===== src/verilog/sar_ctrl_defs.svh =====
/*
 * Constants for the converter control block: control byte fields, conversion
 * timing and data bus layout.
 * Assumes a 20 MHz reference clock and is included by bare name.
 */
`ifndef SAR_CTRL_DEFS_SVH
`define SAR_CTRL_DEFS_SVH

`define CTRL_POWER_HI_BIT 7
`define CTRL_POWER_LO_BIT 6
`define CTRL_ACQ_BIT 5
`define CTRL_CONFIG_BIT 4
`define CTRL_POLARITY_BIT 3
`define CTRL_CHAN_MSB 2
`define CTRL_CHAN_LSB 0
`define CTRL_RESET_VALUE 8'hc0

`define REF_CLK_PERIOD_NS 50
`define INT_CLK_PERIOD_NS 250
`define INT_CLK_DIV ((`INT_CLK_PERIOD_NS + `REF_CLK_PERIOD_NS - 1) / `REF_CLK_PERIOD_NS)
`define INT_CLK_DIV_W 3

`define HOLD_FALL_EDGES 4'h4
`define CONV_CYCLES 4'hd
`define SAR_BITS 4'ha
`define SAR_START_CODE 10'h200

`define RESULT_W 10
`define FIFO_DEPTH 8

`endif


===== src/verilog/sar_ctrl_pkg.sv =====
/*
 * Types of the converter control block: control byte, pin bundle,
 * queued result word and sequencer states.
 * Assumes sar_ctrl_defs.svh is on the include path.
 */
`include "sar_ctrl_defs.svh"

package sar_ctrl_pkg;

   typedef struct packed {
      logic power_clock_sel_hi;
      logic power_clock_sel_lo;
      logic acquisition_select;
      logic input_config_select;
      logic polarity_select;
      logic [2:0] channel_addr;
   } ctrl_byte_t;

   typedef struct packed {
      logic cs_n;
      logic wr_n;
      logic rd_n;
      logic high_byte_select;
      logic conv_clk;
      logic comp;
      logic [7:0] data;
   } pins_t;

   typedef struct packed {
      logic unipolar;
      logic [`RESULT_W-1:0] code;
   } result_t;

   typedef enum logic [2:0] {
      ST_IDLE,
      ST_ACQ_INT,
      ST_ACQ_EXT,
      ST_CONV,
      ST_STORE
   } seq_state_t;

endpackage


===== src/verilog/sar_adc_ctrl.sv =====
/*
 * Converter control block: host write/read port, track/hold sequencing,
 * successive-approximation stepping, an 8-word result queue and done flag.
 * Assumes the comparator and the host pins are asynchronous to ref_clk_i
 * and that the conversion clock pin is far slower than ref_clk_i.
 */
`timescale 1ns/1ps
`include "sar_ctrl_defs.svh"

module result_fifo #(
   parameter int WIDTH = 11,
   parameter int DEPTH = 8
) (
   input wire logic ref_clk_i,
   input wire logic rst_n_i,
   input wire logic ce_i,
   input wire logic [WIDTH-1:0] in_data_i,
   input wire logic in_valid_i,
   output logic in_ready_o,
   output logic [WIDTH-1:0] out_data_o,
   output logic out_valid_o,
   input wire logic out_ready_i
);
   localparam int AW = $clog2(DEPTH);

   typedef struct packed {
      logic [DEPTH-1:0][WIDTH-1:0] mem;
      logic [AW-1:0] wr_ptr;
      logic [AW-1:0] rd_ptr;
      logic [AW:0] count;
   } fifo_state_t;

   fifo_state_t s_q, s_d;
   logic push, pop;

   assign push = in_valid_i && (s_q.count != (AW+1)'(DEPTH));
   assign pop = out_ready_i && (s_q.count != '0);
   assign in_ready_o = (s_q.count != (AW+1)'(DEPTH));
   assign out_valid_o = (s_q.count != '0);
   assign out_data_o = s_q.mem[s_q.rd_ptr];

   always_comb begin
      s_d = s_q;
      if (push) begin
         s_d.mem[s_q.wr_ptr] = in_data_i;
         s_d.wr_ptr = (s_q.wr_ptr == AW'(DEPTH - 1)) ? '0 : s_q.wr_ptr + AW'(1);
      end
      if (pop) begin
         s_d.rd_ptr = (s_q.rd_ptr == AW'(DEPTH - 1)) ? '0 : s_q.rd_ptr + AW'(1);
      end
      if (push && !pop) begin
         s_d.count = s_q.count + (AW+1)'(1);
      end else if (pop && !push) begin
         s_d.count = s_q.count - (AW+1)'(1);
      end
   end

   always_ff @(posedge ref_clk_i or negedge rst_n_i) begin
      if (!rst_n_i) begin
         s_q <= '0;
      end else if (ce_i) begin
         s_q <= s_d;
      end
   end
endmodule // result_fifo

module sar_adc_ctrl (
   input wire logic ref_clk_i,
   input wire logic rst_n_i,
   input wire logic ce_i,
   input wire logic cs_n_i,
   input wire logic wr_n_i,
   input wire logic rd_n_i,
   input wire logic high_byte_select_i,
   input wire logic [7:0] data_i,
   input wire logic conv_clk_i,
   input wire logic comp_i,
   output logic [7:0] data_o,
   output logic data_oe_n_o,
   output logic conv_done_n_o,
   output logic track_o,
   output logic [`RESULT_W-1:0] dac_code_o,
   output logic [2:0] pos_chan_o,
   output logic [2:0] neg_chan_o,
   output logic neg_to_common_o,
   output logic unipolar_o,
   output logic ext_clk_mode_o,
   output logic [1:0] power_mode_o
);

   typedef struct packed {
      sar_ctrl_pkg::pins_t sync1;
      sar_ctrl_pkg::pins_t sync2;
      sar_ctrl_pkg::pins_t prev;
      sar_ctrl_pkg::ctrl_byte_t ctrl;
      logic ext_clk_mode;
      logic [`INT_CLK_DIV_W-1:0] div_cnt;
      sar_ctrl_pkg::seq_state_t state;
      logic [3:0] edge_cnt;
      logic [3:0] bit_cnt;
      logic [`RESULT_W-1:0] code;
      logic [`RESULT_W-1:0] trial;
      sar_ctrl_pkg::result_t result;
      logic unread;
      logic conv_done_n;
      logic track;
      logic [7:0] data_out;
      logic data_oe_n;
   } ctrl_state_t;

   ctrl_state_t s_q, s_d;
   sar_ctrl_pkg::pins_t pins_raw;
   sar_ctrl_pkg::result_t push_word, head_word;
   sar_ctrl_pkg::ctrl_byte_t new_ctrl;
   logic push_valid, push_ready, head_valid, head_take;
   logic write_evt, read_start, read_end, clk_rise, clk_fall;
   logic [`RESULT_W-1:0] conv_code;

   assign pins_raw = '{cs_n: cs_n_i, wr_n: wr_n_i, rd_n: rd_n_i,
                       high_byte_select: high_byte_select_i,
                       conv_clk: conv_clk_i, comp: comp_i, data: data_i};

   // edges are taken between the second sync stage and the copy behind it
   assign write_evt = !s_q.prev.wr_n && s_q.sync2.wr_n && !s_q.prev.cs_n;
   assign read_start = s_q.prev.rd_n && !s_q.sync2.rd_n && !s_q.sync2.cs_n;
   assign read_end = !s_q.prev.rd_n && s_q.sync2.rd_n && !s_q.prev.cs_n;
   assign new_ctrl = s_q.prev.data;

   always_comb begin
      if (s_q.ext_clk_mode) begin
         clk_rise = !s_q.prev.conv_clk && s_q.sync2.conv_clk;
         clk_fall = s_q.prev.conv_clk && !s_q.sync2.conv_clk;
      end else begin
         // internal oscillator: 250 ns period, so four falls span about 1 us
         clk_rise = (s_q.div_cnt == '0);
         clk_fall = (s_q.div_cnt == `INT_CLK_DIV_W'(`INT_CLK_DIV / 2));
      end
   end

   // bipolar results come out two's complement by flipping the msb
   assign conv_code = s_q.ctrl.polarity_select ? s_q.code : {~s_q.code[9], s_q.code[8:0]};
   assign push_word = '{unipolar: s_q.ctrl.polarity_select, code: conv_code};
   assign push_valid = (s_q.state == sar_ctrl_pkg::ST_STORE);
   assign head_take = head_valid && !s_q.unread;

   result_fifo #(
      .WIDTH($bits(sar_ctrl_pkg::result_t)),
      .DEPTH(`FIFO_DEPTH)
   ) u_queue (
      .ref_clk_i(ref_clk_i),
      .rst_n_i(rst_n_i),
      .ce_i(ce_i),
      .in_data_i(push_word),
      .in_valid_i(push_valid),
      .in_ready_o(push_ready),
      .out_data_o(head_word),
      .out_valid_o(head_valid),
      .out_ready_i(head_take)
   );

   always_comb begin
      s_d = s_q;
      s_d.sync1 = pins_raw;
      s_d.sync2 = s_q.sync1;
      s_d.prev = s_q.sync2;
      s_d.div_cnt = (s_q.div_cnt == `INT_CLK_DIV_W'(`INT_CLK_DIV - 1)) ? '0
                    : s_q.div_cnt + `INT_CLK_DIV_W'(1);

      case (s_q.state)
         sar_ctrl_pkg::ST_ACQ_INT: begin
            if (clk_fall) begin
               s_d.edge_cnt = s_q.edge_cnt + 4'h1;
               if (s_q.edge_cnt + 4'h1 == `HOLD_FALL_EDGES) begin
                  s_d.track = 1'b0;
                  // the same counter then counts conversion rises, so start it afresh
                  s_d.edge_cnt = '0;
                  s_d.state = sar_ctrl_pkg::ST_CONV;
               end
            end
         end
         sar_ctrl_pkg::ST_CONV: begin
            if (clk_rise) begin
               s_d.edge_cnt = s_q.edge_cnt + 4'h1;
               if (s_q.bit_cnt < `SAR_BITS) begin
                  // keep the trial bit only if the comparator says input is above
                  s_d.code = s_q.sync2.comp ? s_q.trial : s_q.code;
                  s_d.trial = (s_q.sync2.comp ? s_q.trial : s_q.code)
                              | (s_q.trial ^ s_q.code) >> 1;
                  s_d.bit_cnt = s_q.bit_cnt + 4'h1;
               end
               if (s_q.edge_cnt + 4'h1 == `CONV_CYCLES) begin
                  s_d.state = sar_ctrl_pkg::ST_STORE;
               end
            end
         end
         sar_ctrl_pkg::ST_STORE: begin
            // a full queue stalls here rather than losing a finished result
            if (push_ready) begin
               s_d.state = sar_ctrl_pkg::ST_IDLE;
            end
         end
         default: begin
         end
      endcase

      if (read_start) begin
         s_d.conv_done_n = 1'b1;
      end
      if (read_end) begin
         s_d.unread = 1'b0;
      end

      if (write_evt) begin
         s_d.ctrl = new_ctrl;
         if (new_ctrl.power_clock_sel_hi) begin
            s_d.ext_clk_mode = new_ctrl.power_clock_sel_lo;
         end
         s_d.conv_done_n = 1'b1;
         s_d.unread = 1'b0;
         s_d.edge_cnt = '0;
         s_d.bit_cnt = '0;
         s_d.code = '0;
         s_d.trial = `SAR_START_CODE;
         if (s_q.state == sar_ctrl_pkg::ST_ACQ_EXT && !new_ctrl.acquisition_select) begin
            s_d.track = 1'b0;
            s_d.state = sar_ctrl_pkg::ST_CONV;
         end else begin
            s_d.track = 1'b1;
            s_d.state = new_ctrl.acquisition_select ? sar_ctrl_pkg::ST_ACQ_EXT
                        : sar_ctrl_pkg::ST_ACQ_INT;
         end
      end

      // loading a queued result wins over a clear in the same cycle
      if (head_take) begin
         s_d.result = head_word;
         s_d.unread = 1'b1;
         s_d.conv_done_n = 1'b0;
      end

      s_d.data_oe_n = s_q.sync2.cs_n || s_q.sync2.rd_n;
      if (!s_q.sync2.high_byte_select) begin
         s_d.data_out = s_q.result.code[7:0];
      end else begin
         s_d.data_out = {{6{s_q.result.code[9] & ~s_q.result.unipolar}},
                         s_q.result.code[9:8]};
      end
   end

   always_ff @(posedge ref_clk_i or negedge rst_n_i) begin
      if (!rst_n_i) begin
         s_q <= '0;
         s_q.sync1 <= '1;
         s_q.sync2 <= '1;
         s_q.prev <= '1;
         s_q.ctrl <= `CTRL_RESET_VALUE;
         s_q.ext_clk_mode <= 1'b1;
         s_q.state <= sar_ctrl_pkg::ST_IDLE;
         s_q.conv_done_n <= 1'b1;
         s_q.data_oe_n <= 1'b1;
      end else if (ce_i) begin
         s_q <= s_d;
      end
   end

   assign data_o = s_q.data_out;
   assign data_oe_n_o = s_q.data_oe_n;
   assign conv_done_n_o = s_q.conv_done_n;
   assign track_o = s_q.track;
   assign dac_code_o = s_q.trial;
   assign pos_chan_o = s_q.ctrl.channel_addr;
   // pairs are (0,1),(2,3)...; the other member is the low address bit flipped
   assign neg_chan_o = s_q.ctrl.channel_addr ^ 3'h1;
   assign neg_to_common_o = s_q.ctrl.input_config_select;
   assign unipolar_o = s_q.ctrl.polarity_select;
   assign ext_clk_mode_o = s_q.ext_clk_mode;
   assign power_mode_o = {s_q.ctrl.power_clock_sel_hi, s_q.ctrl.power_clock_sel_lo};

endmodule // sar_adc_ctrl


===== config.mk =====
export PLATFORM = sky130hd
export DESIGN_NAME = sar_adc_ctrl
export DESIGN_NICKNAME = d
export VERILOG_FILES = /design/src/verilog/sar_ctrl_pkg.sv /design/src/verilog/sar_adc_ctrl.sv
export VERILOG_INCLUDE_DIRS = /design/src /design/src/verilog
export SDC_FILE = /design/constraint.sdc
export NUM_CORES = 1
export LEC_CHECK = 0
export ABC_AREA = 1
export BUFFER_PORTS_ARGS = -buffer_cell sky130_fd_sc_hd__buf_2
export CAP_MARGIN = 20
export CORE_MARGIN = 8
export CORE_UTILIZATION = 61
export DETAILED_ROUTE_END_ITERATION = 12
export PLACE_DENSITY = 0.79
export SETUP_SLACK_MARGIN = 0.05
export SLEW_MARGIN = 10
export SYNTH_ARGS = -nofsm -noshare
export SYNTH_HDL_FRONTEND = slang
export SYNTH_SLANG_ARGS = --single-unit

===== constraint.sdc =====
create_clock -name ref_clk_i -period 3.1 [get_ports ref_clk_i]
set_clock_uncertainty 0.15 [all_clocks]
set_input_delay 0.155 -clock ref_clk_i [delete_from_list [all_inputs] [get_ports ref_clk_i]]
set_output_delay 0.155 -clock ref_clk_i [all_outputs]
set_load 0.02 [all_outputs]

======== Yosys cells after proc, flatten, opt, wreduce, memory -nomap -nowiden ========
Index checks and enable logic that the tools add are counted.
operators by class
  mux-type cells .......................... 35
  bitwise operators ....................... 6
  reductions and logical operators ........ 52
  magnitude comparators ................... 4
  add/subtract/negate cells ............... 7
  equality and inequality tests ........... 16
operators with widths
  kind                 count
  $bwmux 88            1
  $mux 31              2
  $mux 24              2
  $bmux 11 s3          1
  $demux 11 s3         1
  $mux 11              2
  $mux 10              2
  $mux 3               6
  $logic_and 1x1->1    15
  $ne 3x3->1 const B   5
  $mux 7               2
  $reduce_and 2->1     7
  $reduce_bool 2->1    7
  $add 4x1->4 const B  3
  $eq 3x3->1 const B   4
  $reduce_and 4->1     3
  $logic_not 1->1      11
  $or 10x9->10         1
  $xor 10x10->10       1
  $add 3x1->3 const B  3
  $eq 3x2->1 const B   3
  $pmux 3 s3           1
  $reduce_bool 3->1    3
  $lt 3x4->1 const B   2
  other kinds (19)     32
storage, ports and cells
  bits in registers ....................... 203
  logic and storage cells ................. 169
  bits of input ports ..................... 17
  output and inout bits ................... 32

======== Logic depth before layout (Yosys ltp) ========
Gate-level depths: netlist of run 1.
  word-level depth ........................ 7
  mapped depth ............................ 12
  depth with buffers taken out ............ 12

======== Cells and area by module ========
A second synthesis of run 1 with hierarchy kept.
second synthesis, totals
  cells, all modules ...................... 1251
  area total of the unflattened synthesis .. 10154.7 µm²
modules (own cells, without submodules)
  module        seq. area each (µm²)  cells each  area an instance (µm²)  instances
  result_fifo   2452.4                697         5202.5                  1
  sar_adc_ctrl  2683.8                554         4952.2                  1

======== Least setup slack after synthesis of run 1 ========
Ideal clock, no wire load.
  path type ............................... flip-flop to flip-flop
  start ................................... register u_queue.s_q[0] in the netlist's numbering
  end ..................................... register u_queue.s_q[3] in the netlist's numbering
  clock period less this slack ............ 2.146 ns
  slack ................................... 0.954 ns
  buffers on the path ..................... 0
  stages on the path, launching flop included .. 13
  required time ........................... 2.814 ns
  setup time .............................. 0.136 ns
  arrival ................................. 1.860 ns
  path through ............................ dfrtp_1 -> inv_1 -> nand2_1 -> nor2_1 -> nor2_1 -> ha_1 -> inv_1 -> ha_1 -> a21oi_1 -> o21ai_0 -> xor2_1 -> nand2_1 -> o21ai_0
on the way
  cells in the longest elaborated chain, start to end .. 7
  elaborated cells between the ends (all ways) .. 15
  classes of those cells .................. 2 x add/sub; 1 x eq/ne; 2 x mux; 10 x reduce/logical
RTL lines
  element                                              RTL line            source
  from (decl)                                          sar_adc_ctrl.sv:33  fifo_state_t s_q, s_d;
  from (signal assigned)                               sar_adc_ctrl.sv:60  s_q <= '0;
  from (signal assigned)                               sar_adc_ctrl.sv:62  s_q <= s_d;
  branches (longest 7 deep; another with $sub 4x1->4)  --
Parallel ways; which one is timed is not known. The select of a mux whose other input is x is not followed.
A chain may end at the register's enable or synchronous reset.

======== Final worst setup path of run 1 ========
Same ends and word-level chain as after synthesis.

==> impl.org, run 1 <==
** Yosys
- When the netlist entered floorplanning its net count stood at 1146.
- Sorting the synthesized cells by how often they occur yields sky130_fd_sc_hd__nand2_1 (306), sky130_fd_sc_hd__dfrtp_1 (158), sky130_fd_sc_hd__o21ai_0 (103).
- Cell with the most instances after synthesis :: sky130_fd_sc_hd__nand2_1
- Number of distinct library cell variants in the gate-level netlist after synthesis :: 38
- For this run, the register share of the synthesized area comes to 0.525.
- Area leader, netlist :: sky130_fd_sc_hd__dfrtp_1
- Synthesized area :: 9780 um^2
- Yosys warns :: 0
- Ranked by total cell area, the synthesized netlist is headed by sky130_fd_sc_hd__dfrtp_1 (40%), sky130_fd_sc_hd__dfstp_2 (12%), sky130_fd_sc_hd__nand2_1 (12%), sky130_fd_sc_hd__o21ai_0 (5.3%), sky130_fd_sc_hd__inv_1 (3.3%).
- Of all flip-flops after synthesis, the portion carrying an async set or reset was 1.00.
- After synthesis the netlist holds a flip-flop and latch count of 203.
- Number of flops mapped to enable cells by yosys :: 0
- Per-instance average area after synthesis :: 8.78 um^2
- Of the post-synthesis cell area, the dominant cell type holds 0.404.
- Main flop type after synthesis :: sky130_fd_sc_hd__dfrtp_1
- Synthesized netlist cell count :: 1114

** Critical path
- Depth of the worst register-to-register path :: 12
- In this design, the stage delay of the slowest critical-path cell is 0.41 ns.
- In this design, the largest share of critical-path delay is due to simple AND/OR/NAND/NOR gates.
- On the critical path, the stage with the largest delay is an instance of sky130_fd_sc_hd__dfrtp_1.
- Reg-to-Reg Start :: u_queue.s_q[0]
- Required time reported for the critical path endpoint :: 3.32 ns
- Worst R2R Setup Slack :: 0.70 ns
- Of all nets on the critical path, the largest fanout is 3.
- Together, buffers and inverters on the worst path number 2.
- The worst setup path is launched from a flip-flop.
- Critical register-to-register path endpoint :: u_queue.s_q[3]
- Kind of critical path :: flip-flop to flip-flop
- The signal on the critical path passes through inv_1 > nand2_1 > nor2_1 > nor2_1 > ha_1 > inv_1 > ha_1 > a21oi_1 > o21ai_0 > xor2_1 > nand2_1 > o21ai_0.
- CP Data Arrival Time :: 2.62 ns
- Type of element capturing the critical path :: flip-flop

** Clock network
- At the later pin of the worst-skew pair, clock insertion delay measures 0.50 ns.
- After clock tree synthesis, the setup repair step added 0 buffers.
- CTS placed an instance of sky130_fd_sc_hd__clkbuf_16 at the clock tree root.
- The clock net in this run drives a total of 203 sinks.
- Counting along the longest clock path gives a buffer depth of 3.
- TritonCTS created 22 clock buffers.
- TritonCTS built the clock tree.
- In this run the number of H-tree levels came out at 1.
- Cts hold-fix bufs :: 16
- Clock slew seen by the registers of the worst setup and hold paths :: 0.06 ns
- Resized Gates After CTS :: 0

** Place
- At the end of routability-driven placement, the weighted congestion stood at 0.818.
- During placement, the flow inserted port buffers numbering 48.
- Post-detailed-placement half-perimeter wirelength :: 13.8 mm
- Timing analysis after detailed placement gives a worst setup slack of 0.700 ns.

** Outcome
- The flow ran to the end, and the final reports show no timing, DRC or antenna violations.

** Floorplan
- Die Span X :: 143 um
- During I/O placement, the number of pins put on the boundary was 49.
- The floorplan step defined a die boundary enclosing 20300 um^2.
- The core region is 15800 um^2.
- The initial utilization of the core area, before any placement, comes to 0.620.
- The die is 143 um tall.
- Number of rows created at floorplan :: 46

** Detailed routing
- Routed length per instance :: 15.0 um
- The pre-antenna-repair detailed-routing pass consisted of 5 iterations.
- Vias per Instance :: 5.43
- For this block, the initial DRC count from the detailed router was 541.
- Overall via count from detail_route :: 7426
- Wires add up to 20.5 mm.
- Remaining routing DRC violations :: 0
- In this run the remaining antenna-violating nets after routing total 0.

** Timing
- Summed over all failing endpoints, the final setup total negative slack is 0 ns.
- For the pin with the worst max-slew slack, the measured transition is 0.847 ns.
- Setup repair after global routing missed its margin :: no
- In the finished design, the share of the clock period the worst path needs comes to 0.774.
- Hold Worst Slack :: 0.0605 ns
- Static timing analysis puts the maximum clock frequency at 0.417 GHz.
- Setup violations remaining at the end of the flow were counted as 0.
- Max-slew violation total from the final report :: 0
- The clock period could shrink to 2.40 ns.
- The hold violation total from the final report is 0.
- Final worst slack :: 0.702 ns
- Worst slew margin relative to its limit :: 0.435

** GRT
- Summed over all layers, the global routing overflow is 0.
- Entering global routing, the biggest net connects 93 pins.
- In the global route stage, overall resource usage came out at 0.211.
- Number of antenna violations at the first check in global routing :: 0
- Vias in the first global route :: 7119
- The first global-routing pass estimated 35.0 mm of wire.

** Pwr
- Of the total power, combinational logic draws 0.295.
- Areal power density over the cells :: 855 nW/um^2
- Proportion of power drawn by flip-flops and latches :: 0.418
- Net switching fraction of the power :: 0.370
- Internal power :: 5820 uW
- For this design the static power due to leakage is 0.00509 uW.
- The analysis attributes to net switching a power of 3420 uW.
- Clock share of power :: 0.287
- Total chip power :: 9240 uW
- The worst-case IR drop observed on VDD is 0.520 mV.

** Cells and area
- Registers take 5140 um^2.
- For this run, the share of the core covered by cells in the final layout is 0.685.
- 0 antenna diodes ended up in the layout.
- Of the cells placed in the final design, the portion with a size suffix greater than 1 is 0.174.
- From synthesis to final layout, the design area changed by 10.5%.
- The final layout contains 1168 nets.
- The multi-input combinational cells in the finished layout cover a total of 3770 um^2.
- Filler Cells Inserted :: 1241

** Min path
- In this run the most critical hold path is launched from ce_i.
- The worst hold path was traced through 4 stages.
- Worst Hold Path EP :: data_o[0]
- Worst Hold Class :: primary input to flip-flop

** Run
- Max-cap violations in this run came to 0.
cells in the final DEF, fill, tap and decap left out, drive strengths merged:
cell / n
nand4: 9
a21oi: 48
a211oi: 4
nand3: 44
clkinv: 7
nor2: 80
clkinvlp: 2
ha: 14
buf: 62
dlygate4sd3: 16
nand2: 307
o21bai: 1
o21ai: 176
clkbuf: 32
xor2: 3
bufinv: 2
fa: 1
dfstp: 45
inv: 88
dfrtp: 158
o21a: 1
nor3: 3
o311ai: 2
o22ai: 7
or2: 1
a31oi: 1
o211ai: 25
xnor2: 12
nand3b: 1
sequential cells by signal (all words and copies together), names as in the netlist:
signal / flops
new_ctrl: 8
ext_clk_mode_o: 1
neg_to_common_o: 1
data_oe_n_o: 1
pos_chan_o: 3
power_mode_o: 2
s_q: 40
u_queue.s_q: 98
unipolar_o: 1
conv_done_n_o: 1
s_d: 28
data_o: 8
track_o: 1
dac_code_o: 10
worst register-to-register path, cell delays in order (launching register included):
cell and delay, ns:
sky130_fd_sc_hd__dfrtp_1 0.41, sky130_fd_sc_hd__inv_1 0.09, sky130_fd_sc_hd__nand2_1 0.08, sky130_fd_sc_hd__nor2_1 0.28, sky130_fd_sc_hd__nor2_1 0.08, sky130_fd_sc_hd__ha_1 0.22
sky130_fd_sc_hd__inv_1 0.11, sky130_fd_sc_hd__ha_1 0.28, sky130_fd_sc_hd__a21oi_1 0.16, sky130_fd_sc_hd__o21ai_0 0.11, sky130_fd_sc_hd__xor2_1 0.15, sky130_fd_sc_hd__nand2_1 0.06
sky130_fd_sc_hd__o21ai_0 0.08
layer usage:
| layer | track usage | wire, um | up-vias |
|---|---|---|---|
| li1 | - | - | 3659 |
| met1 | 0.290 | 9240 | 3555 |
| met2 | 0.344 | 9820 | 173 |
| met3 | 0.0274 | 998 | 39 |
| met4 | 0.0593 | 420 | 0 |
| met5 | 0 | 0 | - |
final cells by class:
class	instances	share of cell area
Tap cell	216	0.0250
Clock buffer	31	0.0596
Clock inverter	9	0.0102
Inverter	90	0.0313
Sequential cell	203	0.475
Multi-Input combinational cell	740	0.349
Timing Repair Buffer	79	0.0494
power groups by stage:
stage	Sequential [uW]	Clock, uW	Combinational [uW]
5_1_grt	3940	2820	3090
3_5_place_dp	3890	0	2710
2_1_floorplan	3690	0	2230
4_1_cts	3850	2700	2750
6_report	3860	2650	2730
3_3_place_gp	3870	0	2630
cell families (layout without fill, tap and decap cells):
group                    count (synthesis)  after routing  synth area share
buffers and inverters                  171            209            0.0893
AO/OA/AOI/OAI                          265            265             0.160
XOR/XNOR                                15             15            0.0134
flip-flops                             203            203             0.525
AND/OR/NAND/NOR                        445            445             0.193
adder cells (fa/ha/maj)                 15             15            0.0199
how the worst max path moves through the flow:
stage	from	to	depth (start not counted)
2_1_floorplan	u_queue.s_q[0]	u_queue.s_q[3]	12
3_3_place_gp	u_queue.s_q[0]	u_queue.s_q[3]	12
3_5_place_dp	u_queue.s_q[0]	u_queue.s_q[3]	12
4_1_cts	u_queue.s_q[0]	u_queue.s_q[3]	12
5_1_grt	u_queue.s_q[0]	u_queue.s_q[3]	12
6_report	u_queue.s_q[0]	u_queue.s_q[3]	12
through the flow:
stage          cell area (um^2)  std cells
4_1_cts                   10800       1368
3_3_place_gp               9890       1312
6_report                  10800       1368
3_5_place_dp               9890       1312
5_1_grt                   10800       1368
2_1_floorplan              9780       1114
Power figures use the tool's default switching activity.
==> run 2, diff against run 1 <==
- ABC_AREA: 1 -> 0
- CORE_UTILIZATION: 61 -> 55
- PLACE_DENSITY: 0.79 -> 0.76
- clock period: 3.1 -> 2.06 ns (I/O delays scaled with it)
==> impl.org, run 2 <==
** Place
- The pre-CTS setup slack was -0.221 ns (was 0.700 ns).
- Post-detailed-placement half-perimeter wirelength :: 13.3 mm (was 13.8 mm)
- The final weighted congestion in routability-driven placement was 0.834 (was 0.818).
- Post-placement cell count :: 983 (was 1312)
- Number of buffers inserted by port buffering :: 48 (unchanged)

** Timing
- Timing-limited maximum frequency :: 0.441 GHz (was 0.417 GHz)
- Max-slew violation total from the final report :: 0 (unchanged)
- Final worst slack :: -0.206 ns (was 0.702 ns)
- The worst relative slew slack came to 0.454 (was 0.435).
- Final hold violation count :: 0 (unchanged)
- Final setup fails :: 75 (was 0)
- Final sum of negative setup slack :: -5.94 ns (was 0 ns)
- Worst-Margin Slew :: 0.814 ns (was 0.847 ns)
- The final worst-path cycle share was 1.10 (was 0.774).
- Hold Worst Slack :: 0.00765 ns (was 0.0605 ns)
- Setup repair after global routing missed its margin :: yes (was no)
- The time the worst path needs with I/O delays and setup came to 2.27 ns (was 2.40 ns).

** Critical path
- The buffer and inverter count on the worst path is 2 (unchanged).
- The worst path required time came to 2.29 ns (was 3.32 ns).
- Maximum fanout along the worst path :: 3 (unchanged)
- Cell chain of the critical path :: nor4_4 > nor2_1 > inv_1 > ha_4 > inv_4 > ha_4 > a21o_1 > a21oi_2 > xnor2_1 > nor2_1 > xor2_1 (was inv_1 > nand2_1 > nor2_1 > nor2_1 > ha_1 > inv_1 > ha_1 > a21oi_1 > o21ai_0 > xor2_1 > nand2_1 > o21ai_0)
- The cell with the largest stage delay on the worst path is sky130_fd_sc_hd__dfrtp_2 (was sky130_fd_sc_hd__dfrtp_1).
- Gate family responsible for the most delay along the worst path :: simple AND/OR/NAND/NOR gates (unchanged)
- Type of element capturing the critical path :: flip-flop (unchanged)
- Kind of critical path :: flip-flop to flip-flop (unchanged)
- CP Launch Type :: flip-flop (unchanged)
- The data arrival at the endpoint of the critical path came to 2.50 ns (was 2.62 ns).
- Slowest Stage Delay on Critical Path :: 0.43 ns (was 0.41 ns)

** Yosys
- The cell taking the most area after synthesis is sky130_fd_sc_hd__dfrtp_1 (unchanged).
- The synthesized cell area was 9580 um^2 (was 9780 um^2).
- The most used flip-flop cell after synthesis is sky130_fd_sc_hd__dfrtp_1 (unchanged).
- The distinct cell type count of the synthesized netlist is 66 (was 38).
- Number of flops mapped to enable cells by yosys :: 0 (unchanged)
- The synthesized flop and latch total was 203 (unchanged).
- Cell with the most instances after synthesis :: sky130_fd_sc_hd__dfrtp_1 (was sky130_fd_sc_hd__nand2_1)
- The post-synthesis cell count is 724 (was 1114).
- The async set or reset register ratio after synthesis came to 1.00 (unchanged).
- Per-instance average area after synthesis :: 13.2 um^2 (was 8.78 um^2)
- Top area cells in the synthesized netlist :: sky130_fd_sc_hd__dfrtp_1 (41%), sky130_fd_sc_hd__mux2_2 (13%), sky130_fd_sc_hd__dfstp_2 (12%), sky130_fd_sc_hd__mux4_2 (5.2%), sky130_fd_sc_hd__mux2_4 (4.7%) (was sky130_fd_sc_hd__dfrtp_1 (40%), sky130_fd_sc_hd__dfstp_2 (12%), sky130_fd_sc_hd__nand2_1 (12%), sky130_fd_sc_hd__o21ai_0 (5.3%), sky130_fd_sc_hd__inv_1 (3.3%))
- The top-area cell type share of the netlist area was 0.413 (was 0.404).
- The part of the Yosys area used for sequential elements is 0.536 (was 0.525).
- The net count of the mapped netlist is 756 (was 1146).
- Yosys warns :: 0 (unchanged)
- Ranking of synthesized cells by instance count :: sky130_fd_sc_hd__dfrtp_1 (158), sky130_fd_sc_hd__mux2_2 (109), sky130_fd_sc_hd__a21oi_1 (50) (was sky130_fd_sc_hd__nand2_1 (306), sky130_fd_sc_hd__dfrtp_1 (158), sky130_fd_sc_hd__o21ai_0 (103))

** GRT
- The pin count of the biggest net entering global routing was 64 (was 93).
- Total global routing track utilization :: 0.215 (was 0.211)
- The met3 track utilization from global routing is 0.0352 (was 0.0274).
- Met2 usage in global routing :: 0.359 (was 0.344)
- Vias in the first global route :: 6809 (was 7119)
- The met1 layer usage reported by global route is 0.286 (was 0.290).
- Remaining global-route overflow :: 0 (unchanged)
- First-pass GRT wire length :: 37.8 mm (was 35.0 mm)
- The number of antenna violations at the first check in global routing is 0 (unchanged).
- The busiest layer in global routing is met2 (unchanged).

** Cells and area
- The register with the most flip-flops is u_queue.s_q (unchanged).
- The filler cell count in the final layout came to 1125 (was 1241).
- Commonest cells after routing, fill and taps aside: sky130_fd_sc_hd__dfrtp_1 (154), sky130_fd_sc_hd__mux2_4 (79), sky130_fd_sc_hd__mux2_2 (60), sky130_fd_sc_hd__buf_4 (56), sky130_fd_sc_hd__buf_2 (47) (was sky130_fd_sc_hd__nand2_1 (306), sky130_fd_sc_hd__dfrtp_1 (157), sky130_fd_sc_hd__o21ai_0 (103), sky130_fd_sc_hd__inv_1 (85), sky130_fd_sc_hd__nor2_1 (78)).
- Most common library cell in the layout ignoring fill and taps :: sky130_fd_sc_hd__dfrtp_1 (was sky130_fd_sc_hd__nand2_1)
- Area added between synthesis and finish :: 24.4% (was 10.5%)
- Total area of sequential cells :: 5140 um^2 (about the same)
- The number of antenna cells inserted is 0 (unchanged).
- Number of nets at the end of the flow :: 860 (was 1168)
- Fraction of layout cells with a size suffix above 1 :: 0.511 (was 0.174)
- The multi-input gate area in the final layout came to 4540 um^2 (was 3770 um^2).
- The number of flip-flops under the largest register name was 98 (unchanged).
- The post-layout instance count excluding filler cells came to 1068 (was 1368).

** Pwr
- The total power per unit cell area is 1170 nW/um^2 (was 855 nW/um^2).
- Cell leakage power :: 0.00536 uW (was 0.00509 uW)
- The maximum VDD drop was 0.823 mV (was 0.520 mV).
- The total power consumption of the routed design was 13900 uW (was 9240 uW).

** Run
- Max-cap violation count :: 0 (unchanged)

** Min path
- Worst Hold Class :: primary input to asynchronous set/reset pin (was primary input to flip-flop)

** Clock network
- Clk_lat worst skew :: 0.52 ns (was 0.50 ns)
- Number of buffers inserted during clock tree synthesis :: 22 (unchanged)
- CTS Root Buffer Type :: sky130_fd_sc_hd__clkbuf_16 (unchanged)
- The number of H-tree levels was 1 (unchanged).
- TritonCTS sink count :: 203 (unchanged)
- The clock transition at the registers of the reported paths came to 0.06 ns (about the same).
- Clock tree buffer depth :: 3 (unchanged)
- CTS tree :: built (unchanged)

** Outcome
- Violations in the final reports :: negative setup slack
- Run status :: finished, violations left (was complete, no violations)

** Floorplan
- The area of the die came to 21900 um^2 (was 20300 um^2).
- Area of the core :: 17200 um^2 (was 15800 um^2)
- Number of rows created at floorplan :: 48 (was 46)
- The I/O pin count came to 49 (unchanged).
- The initial core utilization came to 0.558 (was 0.620).
- Die Span X :: 148 um (was 143 um)
- Die Ht :: 148 um (was 143 um)

** Detailed routing
- The average via count per standard cell is 5.92 (was 5.43).
- The routed via count is 6320 (was 7426).
- The total detailed-routing wirelength is 23.1 mm (was 20.5 mm).
- The DRC violation count after routing was 0 (unchanged).
- Pre-Repair DR Iteration Count :: 4 (was 5)
- The detailed-route wire length per cell is 21.6 um (was 15.0 um).
- The DRC violation total after the first TritonRoute iteration is 450 (was 541).
- Number of antenna-violating nets in the routed design :: 0 (unchanged)
run 2: cell types whose count changed in the layout (fill, tap and decap cells not counted), moves of 34 or more:
| cell | previous run | this run |
|---|---|---|
| sky130_fd_sc_hd__buf_4 | 14 | 56 |
| sky130_fd_sc_hd__inv_1 | 85 | 12 |
| sky130_fd_sc_hd__mux2_2 | 0 | 60 |
| sky130_fd_sc_hd__mux2_4 | 0 | 79 |
| sky130_fd_sc_hd__nand2_1 | 306 | 26 |
| sky130_fd_sc_hd__nand3_1 | 41 | 5 |
| sky130_fd_sc_hd__nor2_1 | 78 | 37 |
| sky130_fd_sc_hd__o21ai_0 | 103 | 13 |
| sky130_fd_sc_hd__o21ai_1 | 39 | 3 |
| sky130_fd_sc_hd__o21ai_2 | 34 | 0 |
run 2: timing repair:
| action | 4_1_cts | 5_1_grt |
|---|---|---|
| buffers inserted | 13 | 9 |
| resized for setup | 121 | 17 |
| endpoints found under the setup margin | 110 | 123 |
| cloned | 10 | 0 |
| hold endpoints to repair | 199 | 0 |
| pin swaps | 29 | 26 |
| hold buffers | 16 | 0 |
run 2: power breakdown:
part	total, uW	switching (uW)	internal (uW)
Sequential	5790	916	4870
Combinational	4350	2220	2140
Clock	3780	1560	2220
run 2: path summary, 6_finish.rpt:
kind                                 start               to  cells past startpoint  slack, ns
max in group asynchronous          rst_n_i          s_d[93]                      3       1.06
min reg2reg                power_mode_o[1]  power_mode_o[1]                      2       0.32
max reg2reg                 u_queue.s_q[0]   u_queue.s_q[3]                     11      -0.21
min in group ref_clk_i           data_i[3]          s_d[83]                      3       0.21
max                         u_queue.s_q[0]   u_queue.s_q[3]                     11      -0.21
min                                rst_n_i  neg_to_common_o                      2      0.008
run 2: kinds of logic after synthesis:
| family | count (synthesis) | synth area share |
|---|---|---|
| compound gates | 114 | 0.0778 |
| xor+xnor | 14 | 0.0128 |
| fa+ha+maj | 15 | 0.0204 |
| buf+inv | 87 | 0.0484 |
| flops | 203 | 0.536 |
| mux | 176 | 0.242 |
| simple gates | 115 | 0.0622 |
run 2: area by class of cell:
cell class / count / area share
multi-input combinational: 439 / 0.381
sequential: 203 / 0.431
inverter: 17 / 0.00598
timing repair buffer: 145 / 0.0992
clock buffer: 33 / 0.0555
tap: 225 / 0.0236
clock inverter: 6 / 0.00367
run 2: per-stage QoR:
| stage | instance area (um^2) | util |
|---|---|---|
| global placement | 10300 | 0.600 |
| floorplan | 9690 | - |
| detailed placement | 10300 | 0.600 |
| finish | 11900 | 0.694 |
| global route | 11900 | 0.694 |
| CTS | 11800 | 0.687 |
run 2: worst register-to-register path, cell delays in order, from the launching register on:
cell and delay (ns):
sky130_fd_sc_hd__dfrtp_2 0.43, sky130_fd_sc_hd__nor4_4 0.34, sky130_fd_sc_hd__nor2_1 0.09, sky130_fd_sc_hd__inv_1 0.10, sky130_fd_sc_hd__ha_4 0.15, sky130_fd_sc_hd__inv_4 0.04, sky130_fd_sc_hd__ha_4 0.20, sky130_fd_sc_hd__a21o_1 0.18
sky130_fd_sc_hd__a21oi_2 0.13, sky130_fd_sc_hd__xnor2_1 0.12, sky130_fd_sc_hd__nor2_1 0.07, sky130_fd_sc_hd__xor2_1 0.15
run 2: layer usage:
metal / vias up / wire (um)
met5: - / 0
met3: 46 / 1300
met2: 156 / 11400
li1: 2803 / -
met4: 0 / 546
met1: 3315 / 9800
==> run 3, diff against run 2 <==
- SKIP_LAST_GASP: default -> 1
==> impl.org, run 3 (synthesized netlist as in run 2, its figures left out) <==
** GRT
- The sum of overflow across all layers after global routing came to 0 (unchanged).
- Number of antenna violations at the first check in global routing :: 0 (unchanged)
- The all-layer global routing usage is 0.216 (was 0.215).
- The first-pass GRT wire length came to 38.0 mm (was 37.8 mm).
- The via count of the first global-routing pass is 6921 (was 6809).
- Maximum number of pins on one net before global-route repair :: 64 (unchanged)

** Timing
- Setup repair after global routing missed its margin :: yes (unchanged)
- The hold violation total from the final report is 0 (unchanged).
- The final worst setup slack is -0.199 ns (was -0.206 ns).
- The slew at the pin closest to its max-slew limit is 0.818 ns (was 0.814 ns).
- The worst relative slew slack was 0.452 (was 0.454).
- The final number of max-transition violations came to 0 (unchanged).
- The final worst-path cycle share came to 1.10 (about the same).
- Final Critical Period :: 2.26 ns (was 2.27 ns)
- Timing-limited maximum frequency :: 0.443 GHz (was 0.441 GHz)
- Hold Worst Slack :: 0.00659 ns (was 0.00765 ns)
- Final setup fails :: 76 (was 75)

** Place
- The estimated wirelength of the detail-placed design came to 13.3 mm (unchanged).
- The final weighted congestion in routability-driven placement is 0.834 (unchanged).
- The instance area after placement came to 10300 um^2 (unchanged).
- The number of placed cells counting well taps was 983 (unchanged).
- The count of input and output buffers was 48 (unchanged).
- The pre-CTS setup slack is -0.221 ns (unchanged).

** Pwr
- Proportion of power drawn by flip-flops and latches :: 0.415 (was 0.416)
- The portion of total power attributed to combinational logic was 0.314 (was 0.313).
- The net switching power is 4690 uW (about the same).
- Areal power density over the cells :: 1170 nW/um^2 (about the same)
- Worst VDD drop :: 0.822 mV (was 0.823 mV)
- Total chip power :: 13900 uW (about the same)
- The leakage power figure is 0.00537 uW (was 0.00536 uW).
- Net switching fraction of the power :: 0.337 (about the same)
- Internal power :: 9230 uW (about the same)
- The part of the power in the clock network was 0.271 (was 0.272).

** Cells and area
- Commonest cells after routing, fill and taps aside :: sky130_fd_sc_hd__dfrtp_1 (154), sky130_fd_sc_hd__mux2_4 (76), sky130_fd_sc_hd__mux2_2 (63), sky130_fd_sc_hd__buf_4 (53), sky130_fd_sc_hd__buf_2 (47) (was sky130_fd_sc_hd__dfrtp_1 (154), sky130_fd_sc_hd__mux2_4 (79), sky130_fd_sc_hd__mux2_2 (60), sky130_fd_sc_hd__buf_4 (56), sky130_fd_sc_hd__buf_2 (47))
- The share of cells above drive strength 1 came to 0.511 (about the same).
- The layout-stage area growth over the synthesis result came to 24.2% (was 24.4%).
- Total area of sequential cells :: 5140 um^2 (unchanged)
- Cell area after layout :: 11900 um^2 (about the same)
- The most common library cell in the layout ignoring fill and taps is sky130_fd_sc_hd__dfrtp_1 (unchanged).
- Final instance count without filler cells :: 1067 (was 1068)
- Total area of multi-input combinational cells :: 4520 um^2 (was 4540 um^2)
- Largest Register :: u_queue.s_q (unchanged)
- The number of antenna cells inserted came to 0 (unchanged).
- The number of flip-flops under the largest register name was 98 (unchanged).
- The net total in the final layout came to 859 (was 860).
- Filler Cells Inserted :: 1129 (was 1125)

** Floorplan
- The die height came to 148 um (unchanged).
- Die Span X :: 148 um (unchanged)
- The total core area is 17200 um^2 (unchanged).
- Number of rows created at floorplan :: 48 (unchanged)
- Die ar. :: 21900 um^2 (unchanged)
- The initial core utilization came to 0.558 (unchanged).
- The I/O pin count came to 49 (unchanged).

** Critical path
- The cell with the largest stage delay on the worst path is sky130_fd_sc_hd__dfrtp_2 (unchanged).
- CP Launch Type :: flip-flop (unchanged)
- Slowest Stage Delay on Critical Path :: 0.43 ns (about the same)
- Cell chain of the critical path: nor4_4 > nor2_1 > inv_1 > ha_4 > inv_4 > ha_4 > a21o_1 > a21oi_2 > xnor2_1 > nor2_1 > xor2_1 (unchanged).
- Kind of critical path :: flip-flop to flip-flop (unchanged)
- The worst path required time is 2.29 ns (about the same).
- Type of element capturing the critical path :: flip-flop (unchanged)
- The data arrival at the endpoint of the critical path is 2.49 ns (was 2.50 ns).
- Maximum fanout along the worst path :: 3 (unchanged)

** Detailed routing
- The routed via count was 6362 (was 6320).
- The remaining antenna violation count was 0 (unchanged).
- The DRC violation count after routing is 0 (unchanged).
- Pre-Repair DR Iteration Count :: 4 (unchanged)
- Vias per Instance :: 5.96 (was 5.92)
- The DRC violation total after the first TritonRoute iteration came to 396 (was 450).
- Routed length per instance :: 21.7 um (was 21.6 um)
- The total detailed-routing wirelength was 23.2 mm (was 23.1 mm).

** Clock network
- H-tree depth reported by CTS :: 1 (unchanged)
- Number of buffers inserted during clock tree synthesis :: 22 (unchanged)
- The root buffer selected by CTS is sky130_fd_sc_hd__clkbuf_16 (unchanged).
- The CTS sink count was 203 (unchanged).
- Clock tree buffer depth :: 3 (unchanged)
- The clock transition at the registers of the reported paths is 0.06 ns (about the same).
- Clk_lat worst skew :: 0.51 ns (was 0.52 ns)
- CTS tree :: built (unchanged)

** Min path
- The type of the tightest min-delay check is primary input to asynchronous set/reset pin (unchanged).

** Run
- Max-cap violation count :: 0 (unchanged)

** Outcome
- Violations in the final reports: negative setup slack (unchanged).
- Run status :: finished, violations left (unchanged)
==> run 3: cell count changes in the layout (fill, tap and decap cells not counted) <==
| cell | previous run | this run |
|---|---|---|
| sky130_fd_sc_hd__buf_12 | 6 | 7 |
| sky130_fd_sc_hd__buf_6 | 14 | 16 |
| sky130_fd_sc_hd__buf_8 | 5 | 4 |
| sky130_fd_sc_hd__buf_4 | 56 | 53 |
| sky130_fd_sc_hd__nand2_8 | 1 | 0 |
| sky130_fd_sc_hd__mux2_2 | 60 | 63 |
| sky130_fd_sc_hd__mux2_4 | 79 | 76 |
| sky130_fd_sc_hd__nand2_4 | 0 | 1 |
==> run 3: final timing paths <==
path / startpoint / endpoint / slack [ns] / cells past startpoint
worst max-delay path: u_queue.s_q[0] / u_queue.s_q[3] / -0.20 / 11
worst min-delay path: rst_n_i / neg_to_common_o / 0.007 / 2
worst max register to register: u_queue.s_q[0] / u_queue.s_q[3] / -0.20 / 11
worst min register to register: power_mode_o[1] / power_mode_o[1] / 0.32 / 2
max in group asynchronous: rst_n_i / conv_done_n_o / 1.05 / 3
min in group ref_clk_i: data_i[5] / s_d[85] / 0.23 / 3
==> run 3: final cells by class <==
class,count,share of cell area
clock buffers,33,0.0556
repair buffers,144,0.0997
inverters,17,0.00599
clock inverters,6,0.00368
well taps,225,0.0236
flip-flops and latches,203,0.432
multi-input cells,439,0.380
==> run 3: power by group through the flow <==
stage | sequential, uW | clock [uW] | combinational (uW)
floorplan | 5490 | 0 | 2930
global placement | 5670 | 0 | 3680
detailed placement | 5730 | 0 | 3830
CTS | 5730 | 3840 | 4200
global route | 5880 | 4010 | 4720
finish | 5780 | 3770 | 4370
==> run 3: per-stage QoR <==
stage,TNS [ns],utilization
after floorplan,-0.153,-
after global placement,-1.22,0.600
after detailed placement,-3.83,0.600
after CTS,-7.80,0.684
after global routing,-12.63,0.693
final,-7.21,0.693
==> run 3: per-layer routing <==
metal / GRT usage / part of all wire
met4: 0.0612 / 0.022
met2: 0.364 / 0.49
met5: 0 / 0
met3: 0.0382 / 0.052
met1: 0.281 / 0.43
==> run 3: timing repair <==
item,CTS,global route
gates resized for setup,105,32
setup endpoints to repair,110,124
setup buffers,13,8
pin swaps,27,29
gates cloned,10,0
endpoints found under the hold margin,199,0
hold buffers,16,0
==> run 3: critical path, delay by kind of cell (launching register included) <==
kind            cells  cell delay (ns)
simple gates        3             0.49
flops               1             0.43
fa+ha+maj           2             0.35
compound gates      2             0.31
xor+xnor            2             0.27
buf+inv             2             0.14
